$ cat src/charger_alert_defs.vh
// Register offsets, field positions and reset values of the alert block.
`ifndef CHARGER_ALERT_DEFS_VH
`define CHARGER_ALERT_DEFS_VH

// Command codes seen by the two-wire host.
`define PHASE_FLAG_REG_ADDR 8'h37
`define LOOP_FLAG_REG_ADDR 8'h38
`define LIVE_COND_REG_ADDR 8'h39
`define PHASE_MASK_REG_ADDR 8'h1c
`define LOOP_MASK_REG_ADDR 8'h1d

// Register widths.
`define PHASE_FLAG_WIDTH 8
`define LOOP_FLAG_WIDTH 6
`define LIVE_COND_WIDTH 9

// Phase flag positions.
`define LOW_VOLT_CONDITIONING_BIT 7
`define MAIN_CHARGE_PHASE_BIT 6
`define THERMISTOR_HOLD_BIT 5
`define TIMEOUT_DONE_BIT 4
`define TAPER_DONE_BIT 3
`define OVERTIME_FAULT_BIT 2
`define PACK_ABSENT_BIT 1
`define PACK_SHORTED_BIT 0

// Regulation loop flag positions.
`define CURRENT_CAP_LOOP_BIT 5
`define HEAT_LOOP_BIT 4
`define SUPPLY_SAG_LOOP_BIT 3
`define SOURCE_DRAW_LOOP_BIT 2
`define FIXED_AMPS_LOOP_BIT 1
`define FIXED_VOLTS_LOOP_BIT 0

// Live condition positions.
`define CHARGER_RUNNING_BIT 8
`define STACK_SIZE_ERROR_BIT 7

// Reset values.
`define PHASE_FLAG_RESET 8'h00
`define LOOP_FLAG_RESET 6'h00
`define PHASE_MASK_RESET 8'h00
`define LOOP_MASK_RESET 6'h00

// Largest cell stack that may be charged.
`define MAX_STACK_CELLS 4'h8

// Serial device address; the value is arbitrary.
`define SERIAL_DEV_ADDR 7'h2a

`endif

$ cat src/charger_alert_status_regs.v
// Charger alert flags and live status behind a two-wire serial slave.
//
// Contract
// - Set phase bit 7 on entering low-voltage conditioning.
// - Set phase bit 6 on entering the main charge phase.
// - Set bits 5, 4, 3 on thermistor hold, timeout and taper end.
// - Set phase bit 2 on the overtime fault state.
// - Set bit 1 on missing pack, bit 0 on shorted pack.
// - Host writes 0 to clear a bit; only zero-written bits clear.
// - Clearing an enable bit also clears its latched alert.
// - Six loop flags at 0x38, masked, sticky until cleared or disabled.
// - Set loop bit 5 on current limit, bit 4 on thermal regulation.
// - Set loop bit 3 on input sag limit, bit 2 on input current.
// - Set loop bit 1 on constant current, bit 0 on constant voltage.
// - Live register at 0x39, nine bits, read-only, not latched.
// - Live bit 8 is high whenever the charger is active.
// - Stack pins coding more than eight cells flag error, stop charge.
// - Stack size error reads true while telemetry is disabled.
// - Each phase flag latches only while its mask bit is set.
`timescale 1ns/10ps
`include "charger_alert_defs.vh"
module charger_alert_status_regs (
  input wire clk,
  input wire rst_n,
  input wire scl_in,
  input wire sda_in,
  output reg sda_out,
  output reg sda_oe,
  input wire [7:0] phase_condition,
  input wire [5:0] loop_state_indicator,
  input wire charger_active,
  input wire telemetry_enabled,
  input wire [1:0] stack_select_pin_a,
  input wire [1:0] stack_select_pin_b,
  output reg charge_inhibit
);

  localparam ST_IDLE = 5'h01;
  localparam ST_RX = 5'h02;
  localparam ST_ACK = 5'h04;
  localparam ST_TX = 5'h08;
  localparam ST_RACK = 5'h10;

  //////////////////////////////////////////////////////////////////////////
  // Pin synchronisers.

  reg scl_s1;
  reg scl_s2;
  reg scl_d;
  reg sda_s1;
  reg sda_s2;
  reg sda_d;
  reg [3:0] stack_s1;
  reg [3:0] stack_s2;

  always @(posedge clk or negedge rst_n) begin
    if (!rst_n) begin
      scl_s1 <= 1'b1;
      scl_s2 <= 1'b1;
      scl_d <= 1'b1;
      sda_s1 <= 1'b1;
      sda_s2 <= 1'b1;
      sda_d <= 1'b1;
      stack_s1 <= 4'h0;
      stack_s2 <= 4'h0;
    end else begin
      scl_s1 <= scl_in;
      scl_s2 <= scl_s1;
      scl_d <= scl_s2;
      sda_s1 <= sda_in;
      sda_s2 <= sda_s1;
      sda_d <= sda_s2;
      stack_s1 <= {stack_select_pin_a, stack_select_pin_b};
      stack_s2 <= stack_s1;
    end
  end

  wire scl_rise = scl_s2 & ~scl_d;
  wire scl_fall = ~scl_s2 & scl_d;
  wire bus_start = scl_s2 & scl_d & sda_d & ~sda_s2;
  wire bus_stop = scl_s2 & scl_d & ~sda_d & sda_s2;

  //////////////////////////////////////////////////////////////////////////
  // Stack size decode and live condition.

  // Each select pin is read as low, open or high (codes 0, 1, 2); code 3
  // cannot come from a three-level detector and is taken as high.
  function [3:0] stack_cells;
    input [1:0] pin_a;
    input [1:0] pin_b;
    reg [1:0] a;
    reg [1:0] b;
    begin
      a = (pin_a == 2'h3) ? 2'h2 : pin_a;
      b = (pin_b == 2'h3) ? 2'h2 : pin_b;
      stack_cells = {2'h0, a} + {2'h0, a} + {2'h0, a} + {2'h0, b} + 4'h1;
    end
  endfunction

  wire stack_too_big;
  wire stack_size_error;
  wire [8:0] live_condition;

  assign stack_too_big =
    stack_cells(stack_s2[3:2], stack_s2[1:0]) > `MAX_STACK_CELLS;
  assign stack_size_error = stack_too_big | ~telemetry_enabled;
  // Remaining live bits are outside this block and read as zero.
  assign live_condition =
    {charger_active, stack_size_error, 7'h00};

  always @(posedge clk or negedge rst_n) begin
    if (!rst_n) begin
      charge_inhibit <= 1'b0;
    end else begin
      charge_inhibit <= stack_too_big;
    end
  end

  //////////////////////////////////////////////////////////////////////////
  // Enable registers and alert banks.

  reg [7:0] phase_mask;
  reg [5:0] loop_mask;
  reg wr_stb;
  reg [7:0] wr_cmd;
  reg [15:0] wr_data;
  wire [7:0] phase_flags;
  wire [5:0] loop_flags;

  always @(posedge clk or negedge rst_n) begin
    if (!rst_n) begin
      phase_mask <= `PHASE_MASK_RESET;
      loop_mask <= `LOOP_MASK_RESET;
    end else if (wr_stb) begin
      // Dropping an enable here empties its flag in the bank.
      if (wr_cmd == `PHASE_MASK_REG_ADDR)
        phase_mask <= wr_data[7:0];
      if (wr_cmd == `LOOP_MASK_REG_ADDR)
        loop_mask <= wr_data[5:0];
    end
  end

  // Phase conditions arrive already one bit per documented position.
  alert_latch_bank #(
    .WIDTH(`PHASE_FLAG_WIDTH)
  ) phase_bank (
    .clk(clk),
    .rst_n(rst_n),
    .cond(phase_condition),
    .enable(phase_mask),
    .clr_stb(wr_stb && wr_cmd == `PHASE_FLAG_REG_ADDR),
    .clr_data(wr_data[7:0]),
    .flags(phase_flags)
  );

  alert_latch_bank #(
    .WIDTH(`LOOP_FLAG_WIDTH)
  ) loop_bank (
    .clk(clk),
    .rst_n(rst_n),
    .cond(loop_state_indicator),
    .enable(loop_mask),
    .clr_stb(wr_stb && wr_cmd == `LOOP_FLAG_REG_ADDR),
    .clr_data(wr_data[5:0]),
    .flags(loop_flags)
  );

  // Read data has no side effect on any flag.
  function [15:0] read_value;
    input [7:0] code;
    begin
      case (code)
        `PHASE_FLAG_REG_ADDR: read_value = {8'h00, phase_flags};
        `LOOP_FLAG_REG_ADDR: read_value = {10'h000, loop_flags};
        `LIVE_COND_REG_ADDR: read_value = {7'h00, live_condition};
        `PHASE_MASK_REG_ADDR: read_value = {8'h00, phase_mask};
        `LOOP_MASK_REG_ADDR: read_value = {10'h000, loop_mask};
        default: read_value = 16'h0000;
      endcase
    end
  endfunction

  //////////////////////////////////////////////////////////////////////////
  // Two-wire slave: word writes and word reads, low byte first.

  reg [4:0] state;
  reg [2:0] bit_cnt;
  reg [7:0] shreg;
  reg byte_full;
  reg [1:0] byte_idx;
  reg rw;
  reg [7:0] cmd;
  reg [7:0] wr_lo;
  reg [15:0] rd_word;
  reg rack_ok;
  reg hi_sent;

  always @(posedge clk or negedge rst_n) begin
    if (!rst_n) begin
      state <= ST_IDLE;
      bit_cnt <= 3'h0;
      shreg <= 8'h00;
      byte_full <= 1'b0;
      byte_idx <= 2'h0;
      rw <= 1'b0;
      cmd <= 8'h00;
      wr_lo <= 8'h00;
      rd_word <= 16'h0000;
      rack_ok <= 1'b0;
      hi_sent <= 1'b0;
      sda_oe <= 1'b0;
      sda_out <= 1'b0;
      wr_stb <= 1'b0;
      wr_cmd <= 8'h00;
      wr_data <= 16'h0000;
    end else begin
      wr_stb <= 1'b0;
      sda_out <= 1'b0;
      if (bus_start) begin
        state <= ST_RX;
        bit_cnt <= 3'h0;
        byte_full <= 1'b0;
        byte_idx <= 2'h0;
        sda_oe <= 1'b0;
      end else if (bus_stop) begin
        state <= ST_IDLE;
        sda_oe <= 1'b0;
      end else begin
        case (state)
          ST_IDLE: begin
            sda_oe <= 1'b0;
          end
          ST_RX: begin
            if (scl_rise) begin
              shreg <= {shreg[6:0], sda_s2};
              bit_cnt <= bit_cnt + 3'h1;
              if (bit_cnt == 3'h7)
                byte_full <= 1'b1;
            end else if (scl_fall && byte_full) begin
              byte_full <= 1'b0;
              state <= ST_ACK;
              sda_oe <= 1'b1;
              byte_idx <= byte_idx + 2'h1;
              case (byte_idx)
                2'h0: begin
                  if (shreg[7:1] != `SERIAL_DEV_ADDR) begin
                    // Not our address: stay off the bus until the next start.
                    state <= ST_IDLE;
                    sda_oe <= 1'b0;
                  end
                  rw <= shreg[0];
                  rd_word <= read_value(cmd);
                end
                2'h1: cmd <= shreg;
                2'h2: wr_lo <= shreg;
                default: begin
                  wr_stb <= 1'b1;
                  wr_cmd <= cmd;
                  wr_data <= {shreg, wr_lo};
                end
              endcase
            end
          end
          ST_ACK: begin
            if (scl_fall) begin
              bit_cnt <= 3'h0;
              if (rw) begin
                state <= ST_TX;
                shreg <= rd_word[7:0];
                sda_oe <= ~rd_word[7];
                hi_sent <= 1'b0;
              end else if (byte_idx == 2'h0) begin
                // A third data byte is not part of a word write.
                state <= ST_IDLE;
                sda_oe <= 1'b0;
              end else begin
                state <= ST_RX;
                sda_oe <= 1'b0;
              end
            end
          end
          ST_TX: begin
            if (scl_fall) begin
              if (bit_cnt == 3'h7) begin
                state <= ST_RACK;
                sda_oe <= 1'b0;
                bit_cnt <= 3'h0;
              end else begin
                shreg <= {shreg[6:0], 1'b0};
                sda_oe <= ~shreg[6];
                bit_cnt <= bit_cnt + 3'h1;
              end
            end
          end
          ST_RACK: begin
            if (scl_rise) begin
              rack_ok <= ~sda_s2;
            end else if (scl_fall) begin
              if (rack_ok && !hi_sent) begin
                state <= ST_TX;
                shreg <= rd_word[15:8];
                sda_oe <= ~rd_word[15];
                hi_sent <= 1'b1;
              end else begin
                state <= ST_IDLE;
              end
            end
          end
          default: begin
            state <= ST_IDLE;
            sda_oe <= 1'b0;
          end
        endcase
      end
    end
  end

endmodule

$ cat src/alert_latch_bank.v
// Bank of sticky alert flags gated by per-bit enables.
`timescale 1ns/10ps
module alert_latch_bank #(
  parameter WIDTH = 8
) (
  input wire clk,
  input wire rst_n,
  input wire [WIDTH-1:0] cond,
  input wire [WIDTH-1:0] enable,
  input wire clr_stb,
  input wire [WIDTH-1:0] clr_data,
  output reg [WIDTH-1:0] flags
);

  wire [WIDTH-1:0] clear_bits;
  wire [WIDTH-1:0] next_flags;

  // Only bits written as 0 are cleared by a host write.
  assign clear_bits = clr_stb ? ~clr_data : {WIDTH{1'b0}};
  // A flag keeps only while enabled, and a live condition wins over a
  // same-cycle clear so no event is lost.
  assign next_flags = (flags & ~clear_bits & enable) |
    (cond & enable);

  always @(posedge clk or negedge rst_n) begin
    if (!rst_n) begin
      flags <= {WIDTH{1'b0}};
    end else begin
      flags <= next_flags;
    end
  end

endmodule

$ cat config.mk
export PLATFORM = sky130hd
export DESIGN_NAME = charger_alert_status_regs
export DESIGN_NICKNAME = d
export VERILOG_FILES = /design/src/charger_alert_status_regs.v /design/src/alert_latch_bank.v
export VERILOG_INCLUDE_DIRS = /design/src
export SDC_FILE = /design/constraint.sdc
export NUM_CORES = 1
export LEC_CHECK = 0
export BUFFER_PORTS_ARGS = -buffer_cell sky130_fd_sc_hd__buf_2
export CAP_MARGIN = 5
export CORE_ASPECT_RATIO = 2
export CORE_UTILIZATION = 35
export DETAILED_ROUTE_END_ITERATION = 10
export GPL_TIMING_DRIVEN = 0
export PLACE_DENSITY = 0.51
export SLEW_MARGIN = 30
export SYNTH_ARGS = -nofsm -noshare
export SYNTH_HDL_FRONTEND = slang
export SYNTH_HIERARCHICAL = 1
export SYNTH_SLANG_ARGS = --single-unit
export TNS_END_PERCENT = 100
$ cat constraint.sdc
create_clock -name clk -period 2.36 [get_ports clk]
set_input_delay 0.354 -clock clk [delete_from_list [all_inputs] [get_ports clk]]
set_output_delay 0.354 -clock clk [all_outputs]
set_load 0.03 [all_outputs]
# After elaboration in Yosys (flattened, before gate mapping)
# Cells that the tools add are included.
# word_totals
regBits,115
out_inout_bits,3
# op_classes
add_sub_neg,6
magnitude_cmp,1
eq_ne,43
n_mux,73
n_bitwise,32
n_reduce_logical,27
# op_table
op,n
8-bit two-way mux,9
5-bit two-way mux,9
9-bit case mux with 5 select lines,1
"8-bit by 6-bit equality test with 1-bit output, second input constant",5
"8-bit by 5-bit equality test with 1-bit output, second input constant",4
"4-bit inequality test, second input constant",8
8-bit case mux with 4 select lines,1
1-bit two-way mux,30
5-bit case mux with 5 select lines,1
8-bit bitwise AND,3
3-bit two-way mux,8
6-bit AND reduction,4
6-bit bitwise AND,3
"2-bit inequality test, second input constant",9
2-bit two-way mux,8
8-bit NOT,2
8-bit AND reduction,2
"3-bit inequality test, second input constant",4
1-bit NOT,12
6-bit NOT,2
4-bit AND reduction,3
11-bit AND reduction,1
3-bit case mux with 3 select lines,1
4-bit two-way mux,2
35 further kinds,50

# Depth between registers and ports, before layout
# Gate-level depths: netlist of run 1.
# depth
ltp_word,9
mapped_depth,11
mapped_depth_nobuf,11

# By module
# Netlist of run 1, hierarchy kept.
# modules_own_cells
mod,instances,cells_each,area_per_inst_um2,seq_area_each_um2
charger_alert_status_regs,1,367,4454.3,2361.0
alert_latch_bank at phase_bank,1,32,370.4,200.2
alert_latch_bank at loop_bank,1,24,277.8,150.1

# Worst setup path before layout of run 1
# Ideal clock, no wire load.
# synth_timing
kind,register to register
start,reg state[2]
end,reg wr_cmd[0]
setup_ns,0.128
arrival_ns,2.129
required_time_ns,2.232
setup_slack_ns,0.104
path_stages_with_launch,7
path_buffers,2
synth_period_minus_slack_ns,2.256
path_cell_list,dfrtp_1 or4b_4 nor4_4 and3_1 buf_4 buf_8 mux2_1
# synth_between
elab_chain_cells,2
# synth_lines
element,line_no,text
start: declaration,charger_alert_status_regs.v:186,reg [4:0] state;
start signal: assignment,charger_alert_status_regs.v:200,state <= ST_IDLE;
start signal: assignment,charger_alert_status_regs.v:220,state <= ST_RX;
start signal: assignment,charger_alert_status_regs.v:226,state <= ST_IDLE;
5-bit by 2-bit equality test with 1-bit output,charger_alert_status_regs.v:229,case (state)
6-bit AND reduction (no line),-,
end signal: assignment,charger_alert_status_regs.v:258,wr_cmd <= cmd;
end: declaration,charger_alert_status_regs.v:125,reg [7:0] wr_cmd;
# No other way between the ends.
# A chain may end at the register's enable or synchronous reset.

# Final worst setup path of run 1
# layout_timing
start,reg stack_s2[3]
end,reg rd_word[7]
# layout_between
elab_chain_cells,9
# layout_lines
element,line_no,text
start: declaration,charger_alert_status_regs.v:54,reg [3:0] stack_s2;
start signal: assignment,charger_alert_status_regs.v:74,stack_s2 <= stack_s1;
2-bit equality test,charger_alert_status_regs.v:94,a = (pin_a == 2'h3) ? 2'h2 : pin_a;
2-bit two-way mux *,charger_alert_status_regs.v:94,
2-bit by 2-bit adder with 3-bit output,charger_alert_status_regs.v:96,"stack_cells = {2'h0, a} + {2'h0, a} + {2'h0, a} + {2'h0, b} + 4'h1;"
3-bit by 2-bit adder with 4-bit output *,charger_alert_status_regs.v:96,
4-bit by 2-bit adder with 4-bit output *,charger_alert_status_regs.v:96,
4-bit by 1-bit adder with 4-bit output *,charger_alert_status_regs.v:96,
4-bit greater-than comparator (no line) *,-,
via stack_too_big,charger_alert_status_regs.v:100,wire stack_too_big;
1-bit OR *,charger_alert_status_regs.v:106,assign stack_size_error = stack_too_big | ~telemetry_enabled;
9-bit case mux with 5 select lines *,charger_alert_status_regs.v:172,case (code)
end signal: assignment,charger_alert_status_regs.v:252,rd_word <= read_value(cmd);
end: declaration,charger_alert_status_regs.v:194,reg [15:0] rd_word;
# Mark *: on every way through the listed nets, which the timed path passes. The rest lies on a longest branch.

==> qor.yml, run 1 <==
clk_pin_slew_ns: 0.07
avgRoutedWirePerCell_um: 18.9
drt-initial-drc-count: 179
maxSlewHeadroom: 0.350
netlist_instances: 423
yosysTopAreaCell: "dfrtp_1"
grt_pass1_wl_mm: 20.0
vias_per_cell: 5.33
period_minus_slack_ns: 2.41
clock_sinks: 108
clkLatencyLatePin_ns: 0.35
dr_total_vias: 3547
grt.overflow.total: 0
synth.avg_cell_area_um2: 12.1
die-width_um: 87.4
holdWs_ns: 0.0965
worst-setup-path-type: "reg2reg"
rr_worst_depth: 9
final_util: 0.422
busiest_layer: "met2"
timing.final.ws_setup_ns: -0.0491
nFillCells: 1422
gr-usage-all-layers: 0.180
status: "finished with violations"
critPathMaxFanout: 2
ys_seq_area_frac: 0.531
grt_max_degree: 85
tightest_slew_ns: 0.974
setup_viol_count_final: 1
die_h_um: 173
critPathMostFrequentCell: "ha_4"
design_area_um2: 6020
drive_above_1_share: 0.325
slew_violations: 0
cts_root_buf: "clkbuf_16"
cts_tree: "done"
fp.dieArea_um2: 15100
ys_ff_latch: 108
ant_nets: 0
initial_core_util: 0.357
worstSetupEndpointType: "flip-flop"
crit_chain: "or2_4, ha_4, ha_4, inv_2, fa_1, a31oi_1, nand2b_1, a222oi_1, o21ai_1"
ys_warn_count: 6
synthFlopType: "dfrtp_1"
use_met1: 0.187
row_count: 62
synthArstFlopShare: 1.00
htree_levels: 3
p_leak_nw: 2.74
syn-num-nets: 457
violations: "setup timing"
hpwl_mm: 9.34
start_kind: "flip-flop"
routed_wl_mm: 12.6
synth_top_area_frac: 0.495
place_ws_ns: -0.238
rsz0062_at_grt: "yes"
synth-edff-count: 0
place_area_um2: 5540
io_pins: 27
worst-path-buf-inv: 1
syn_to_final_growth_pct: 18.0
worst_hold_path.num_cells: 1
synth_area_um2: 5100
cts_buffers: 9
met3_usage: 0.0267
path_depth: 9
diodes: 0
finalWeightedCongestion: 0.874
cts.path.max_buffers: 2
clock.fmax_mhz: 415
clock_skew_ns: 0.00812
cp_slowest_cell: "fa_1"
power.density_nw_per_um2: 671
cp_data_arrival_time_ns: 2.64
yosysMostFrequentCell: "dfrtp_1"
use_met2: 0.337
portBuffers: 25
coreArea_um2: 14300
remaining_drc_errors: 0
synth_commonest_cells: "dfrtp_1 (101), mux2_2 (49), nand2_1 (32)"
hold_path_class: "in2reg"
synth_area_leaders: "dfrtp_1 (50%), mux2_2 (11%), dfstp_2 (3.6%), nor3b_2 (3.4%), o21ai_0 (2.9%)"
cp_top_family: "adder cells"
firstDrtPassIters: 4
num-nets-final: 503
peakVddDrop_uv: 506
cap_viol_max_count: 0
synth_cell_types: 64
hold_viol: 0
grt_pass1_vias: 3743
antenna_found_initial: 0
slowest_delay_ns: 0.47
crit_required_ns: 2.59
setup-tns-final_ns: -0.0491
finalCritPeriodShare: 1.02
==> worst reg2reg max path, stage by stage (launching register included) <==
cell	delay (ns)
dfrtp_1	0.38
or2_4	0.26
ha_4	0.28
ha_4	0.13
inv_2	0.03
fa_1	0.47
a31oi_1	0.10
nand2b_1	0.17
a222oi_1	0.34
o21ai_1	0.12
==> final timing paths <==
path | slack [ns] | startpoint | end
hold / removal | 0.1 | scl_in | scl_s1
hold reg to reg | 0.35 | stack_s1[3] | stack_s2[3]
min in group asynchronous | 0.44 | rst_n | stack_s2[1]
setup / recovery | -0.05 | stack_s2[3] | rd_word[7]
setup reg to reg | -0.05 | stack_s2[3] | rd_word[7]
max in group asynchronous | 1.21 | rst_n | state[2]
==> layout make-up <==
class / instances / area (um^2) / share of cell area
clock buffer: 10 / 229 / 0.0380
buffer: 14 / 91.3 / 0.0152
tap: 192 / 240 / 0.0399
inverter: 17 / 63.8 / 0.0106
sequential: 108 / 2710 / 0.451
multi-input combinational: 283 / 2360 / 0.392
clock inverter: 6 / 73.8 / 0.0123
timing repair buffer: 36 / 248 / 0.0412
==> cells by family (layout without fill, tap and decap cells) <==
group / Yosys count / in the layout / synth area share
mux: 62 / 62 / 0.136
simple gates: 122 / 122 / 0.154
xor+xnor: 3 / 3 / 0.00515
compound gates: 85 / 85 / 0.118
other cells: 1 / 1 / 0.000735
buf+inv: 32 / 83 / 0.0292
fa+ha+maj: 10 / 10 / 0.0260
flops: 108 / 108 / 0.531
==> metrics by stage <==
| step | instances | power [W] |
|---|---|---|
| finish | 666 | 0.00404 |
| global placement | 640 | 0.00248 |
| CTS | 662 | 0.00408 |
| detailed placement | 643 | 0.00250 |
| floorplan | 423 | 0.00232 |
| global route | 666 | 0.00422 |
==> layout by cell type, fill, tap and decap left out, types with 3 or more instances in the layout <==
master and count:
inv_1 16, mux2i_1 4, clkbuf_16 9, nor3_1 3, o32ai_1 4, a21oi_1 5, a22oi_1 4, and2_1 4
buf_4 8, mux2_2 49, nor3b_1 4, nand3_1 3, nand2b_1 5, nand2_1 32, a31oi_1 3, a22o_1 11
dfrtp_1 100, clkbuf_1 5, buf_2 29, dfstp_2 7, a222oi_1 5, mux2_1 9, ha_1 7, and3_1 4
o21ai_0 29, nor2b_1 4, nor2_1 25, nor3b_2 15
==> flip-flops by register name, indices dropped and copies added (netlist names), 2 cells and up <==
name	flops
stack_s1	4
shreg	8
loop_mask	6
phase_bank/flags	8
wr_cmd	8
cmd	8
bit_cnt	3
state	5
rd_word	9
wr_lo	8
stack_s2	4
loop_bank/flags	6
byte_idx	2
phase_mask	8
wr_data	8
==> routing by layer <==
metal	part of all wire	vias up
met2	0.58	60
met1	0.36	1820
met5	0	-
met4	0.037	0
met3	0.023	29
li1	-	1638
==> power by group <==
part           total [W]  internal [W]  switching (W)
registers        0.00202       0.00194      0.0000786
clock network    0.00154      0.000835       0.000709
logic           0.000479      0.000206       0.000273
==> repair_timing <==
item / 4_1_cts / 5_1_grt
pin swaps: 5 / 2
hold buffers: 1 / 0
endpoints found under the setup margin: 46 / 44
endpoints found under the hold margin: 23 / 0
resized for setup: 14 / 11
buffers inserted: 3 / 4
Note: power is estimated with default switching activity, not from simulation.
==> run 2: changes to the inputs <==
- ABC_AREA: default -> 1
==> qor.yml, run 2 <==
p_leak_nw: 2.86  # +4.2%
nFillCells: 1503  # +5.7%
tightest_slew_ns: 0.794  # -0.180 ns
finalWeightedCongestion: 0.850  # -2.8%
grt_max_degree: 61  # -28%
synthFlopType: "dfrtp_1"
drt-initial-drc-count: 200  # +12%
row_count: 63  # +1.6%
initial_core_util: 0.356  # -0.00156
clk_pin_slew_ns: 0.08  # about the same
timing.final.ws_setup_ns: 0.152  # +0.201 ns
fp.dieArea_um2: 15500  # +2.8%
diodes: 0  # unchanged
portBuffers: 25  # unchanged
cts_tree: "done"
final_common_cell: "nand2_1"
grt.overflow.total: 0  # unchanged
multi_input_area_um2: 2210  # -6.4%
die_h_um: 175  # +1.4%
reg2reg_slack_ns: 0.15  # +0.20 ns
synthArstFlopShare: 1.00  # unchanged
top_register: "rd_word"
worst_hold_path.num_cells: 1  # unchanged
clock.fmax_mhz: 453  # +9.1%
finalCritPeriodShare: 0.936  # -0.0850
routed_wl_mm: 13.1  # +4.5%
period_minus_slack_ns: 2.21  # -0.201 ns
cap_viol_max_count: 0  # unchanged
grt_pass1_vias: 4235  # +13%
num-nets-final: 699  # +39%
status: "finished clean"
peakVddDrop_uv: 313  # -38%
ys_warn_count: 6  # unchanged
drive_above_1_share: 0.154  # -0.171
hold_path_class: "in2reg"
setup-tns-final_ns: 0  # +0.0491 ns
worstHoldStart: "stack_select_pin_a[1]"
place_ws_ns: -0.103  # +0.135 ns
synth_cell_types: 36  # -44%
reg2reg_to: "rd_word[7]"
io_pins: 27  # unchanged
antenna_found_initial: 0  # unchanged
yosysTopAreaCell: "dfrtp_1"
netlist_instances: 626  # +48%
remaining_drc_errors: 0  # unchanged
cp_data_arrival_time_ns: 2.44  # -0.20 ns
rr_startpoint: "stack_s2[3]"
synth_area_um2: 5250  # +2.8%
cts_root_buf: "clkbuf_16"
coreArea_um2: 14700  # +3.3%
syn_to_final_growth_pct: 14.1
synth_area_leaders: "dfrtp_1 (48%), nand2_1 (14%), nand3_1 (5.4%), inv_1 (5.2%), o21ai_0 (4.6%)"
ys_seq_area_frac: 0.517  # -0.0146
synth-edff-count: 0  # unchanged
worstSetupEndpointType: "flip-flop"
dp.cells: 848  # +32%
slew_violations: 0  # unchanged
clkLatencyLatePin_ns: 0.35  # about the same
cts.path.max_buffers: 2  # unchanged
cts_buffers: 9  # unchanged
dr_total_vias: 4165  # +17%
hpwl_mm: 10.1  # +8.7%
yosysMostFrequentCell: "nand2_1"
instances_no_fill: 865  # +30%
critPathMaxFanout: 2  # unchanged
synth.avg_cell_area_um2: 8.38  # -31%
maxSlewHeadroom: 0.469  # +0.119
synth_commonest_cells: "nand2_1 (191), dfrtp_1 (101), inv_1 (72)"
vias_per_cell: 4.82  # -9.6%
clock_sinks: 108  # unchanged
hold_viol: 0  # unchanged
die-width_um: 88.6  # +1.4%
power.density_nw_per_um2: 639  # -4.8%
mostFrequentLayoutCells: "nand2_1 (190), dfrtp_1 (101), inv_1 (72)"
rr_worst_depth: 12  # +3
largest_reg_flops: 9  # unchanged
ant_nets: 0  # unchanged
register_area_um2: 2710  # about the same
firstDrtPassIters: 4  # unchanged
holdPathEnd: "stack_s1[3]"
htree_levels: 3  # unchanged
synth_top_area_frac: 0.482  # -0.0136
clock_skew_ns: 0.0140  # +0.00585 ns
gr-usage-all-layers: 0.185  # +0.00503
avgRoutedWirePerCell_um: 15.2  # -20%
crit_required_ns: 2.59  # about the same
start_kind: "flip-flop"
design_area_um2: 5990  # -0.52%
grt_pass1_wl_mm: 21.3  # +6.5%
setup_viol_count_final: 0  # -1
place_area_um2: 5670  # +2.3%
worst-setup-path-type: "reg2reg"
ys_ff_latch: 108  # unchanged
syn-num-nets: 660  # +44%
total_power_w: 0.00383  # -5.3%
[run 2: logic make-up after synthesis]
kind of cell	synth area share
AND/OR/NAND/NOR	0.308
multiplexers	0.00429
buffers and inverters	0.0701
flip-flops	0.517
AO/OA/AOI/OAI	0.0749
adder cells (fa/ha/maj)	0.0253
other	0.000715
[run 2: how the worst max path moves through the flow]
stage	start	endpoint	slack [ns]
after floorplan	stack_s2[3]	rd_word[7]	0.19
after global placement	rst_n	wr_data[0]	-0.33
after detailed placement	stack_s2[3]	rd_word[7]	-0.10
after CTS	stack_s2[3]	rd_word[7]	0.003
after global routing	stack_s2[3]	rd_word[7]	-0.003
final	stack_s2[3]	rd_word[7]	0.15
[run 2: timing repair]
action / CTS / global route
hold buffers: 1 / 0
resized for setup: 3 / 5
endpoints found under the setup margin: 1 / 1
buffers inserted: 0 / 0
pin swaps: 0 / 4
endpoints found under the hold margin: 41 / 0
[run 2: cell type report]
cell class              count  share of cell area
multi-input cells         428               0.369
repair buffers             28              0.0290
flip-flops and latches    108               0.453
clock inverters             7             0.00940
plain buffers              13              0.0119
well taps                 195              0.0407
inverters                  77              0.0495
clock buffers               9              0.0376
[run 2: stage by stage]
step / util / hold slack, ns
3_5_place_dp: 0.384 / 0.332
3_3_place_gp: 0.381 / 0.335
5_1_grt: 0.406 / 0.0961
4_1_cts: 0.405 / 0.0899
6_report: 0.406 / 0.0992
2_1_floorplan: - / 0.0584
[run 2: critical path: stages, from the launching register on]
cell     delay [ns]
dfrtp_1        0.41
or2_4          0.24
ha_4           0.26
ha_1           0.13
inv_1          0.05
fa_1           0.47
inv_1          0.05
o21ai_2        0.14
nand2_2        0.07
nand3_2        0.06
nand3_2        0.09
nand2_1        0.06
o21ai_1        0.06
[run 2: metal layers]
metal	up-vias	GRT usage	wire length, um
li1	2084	-	-
met1	1975	0.183	4810
met2	73	0.353	7470
met3	33	0.0241	322
met4	0	0.0981	550
met5	-	0	0
[run 2: report_power, final]
group	leakage [nW]	switching (W)	internal, W	total (W)
Clock	0.137	0.000743	0.000733	0.00148
Combinational	1.27	0.000250	0.000127	0.000377
Sequential	1.45	0.0000447	0.00193	0.00197
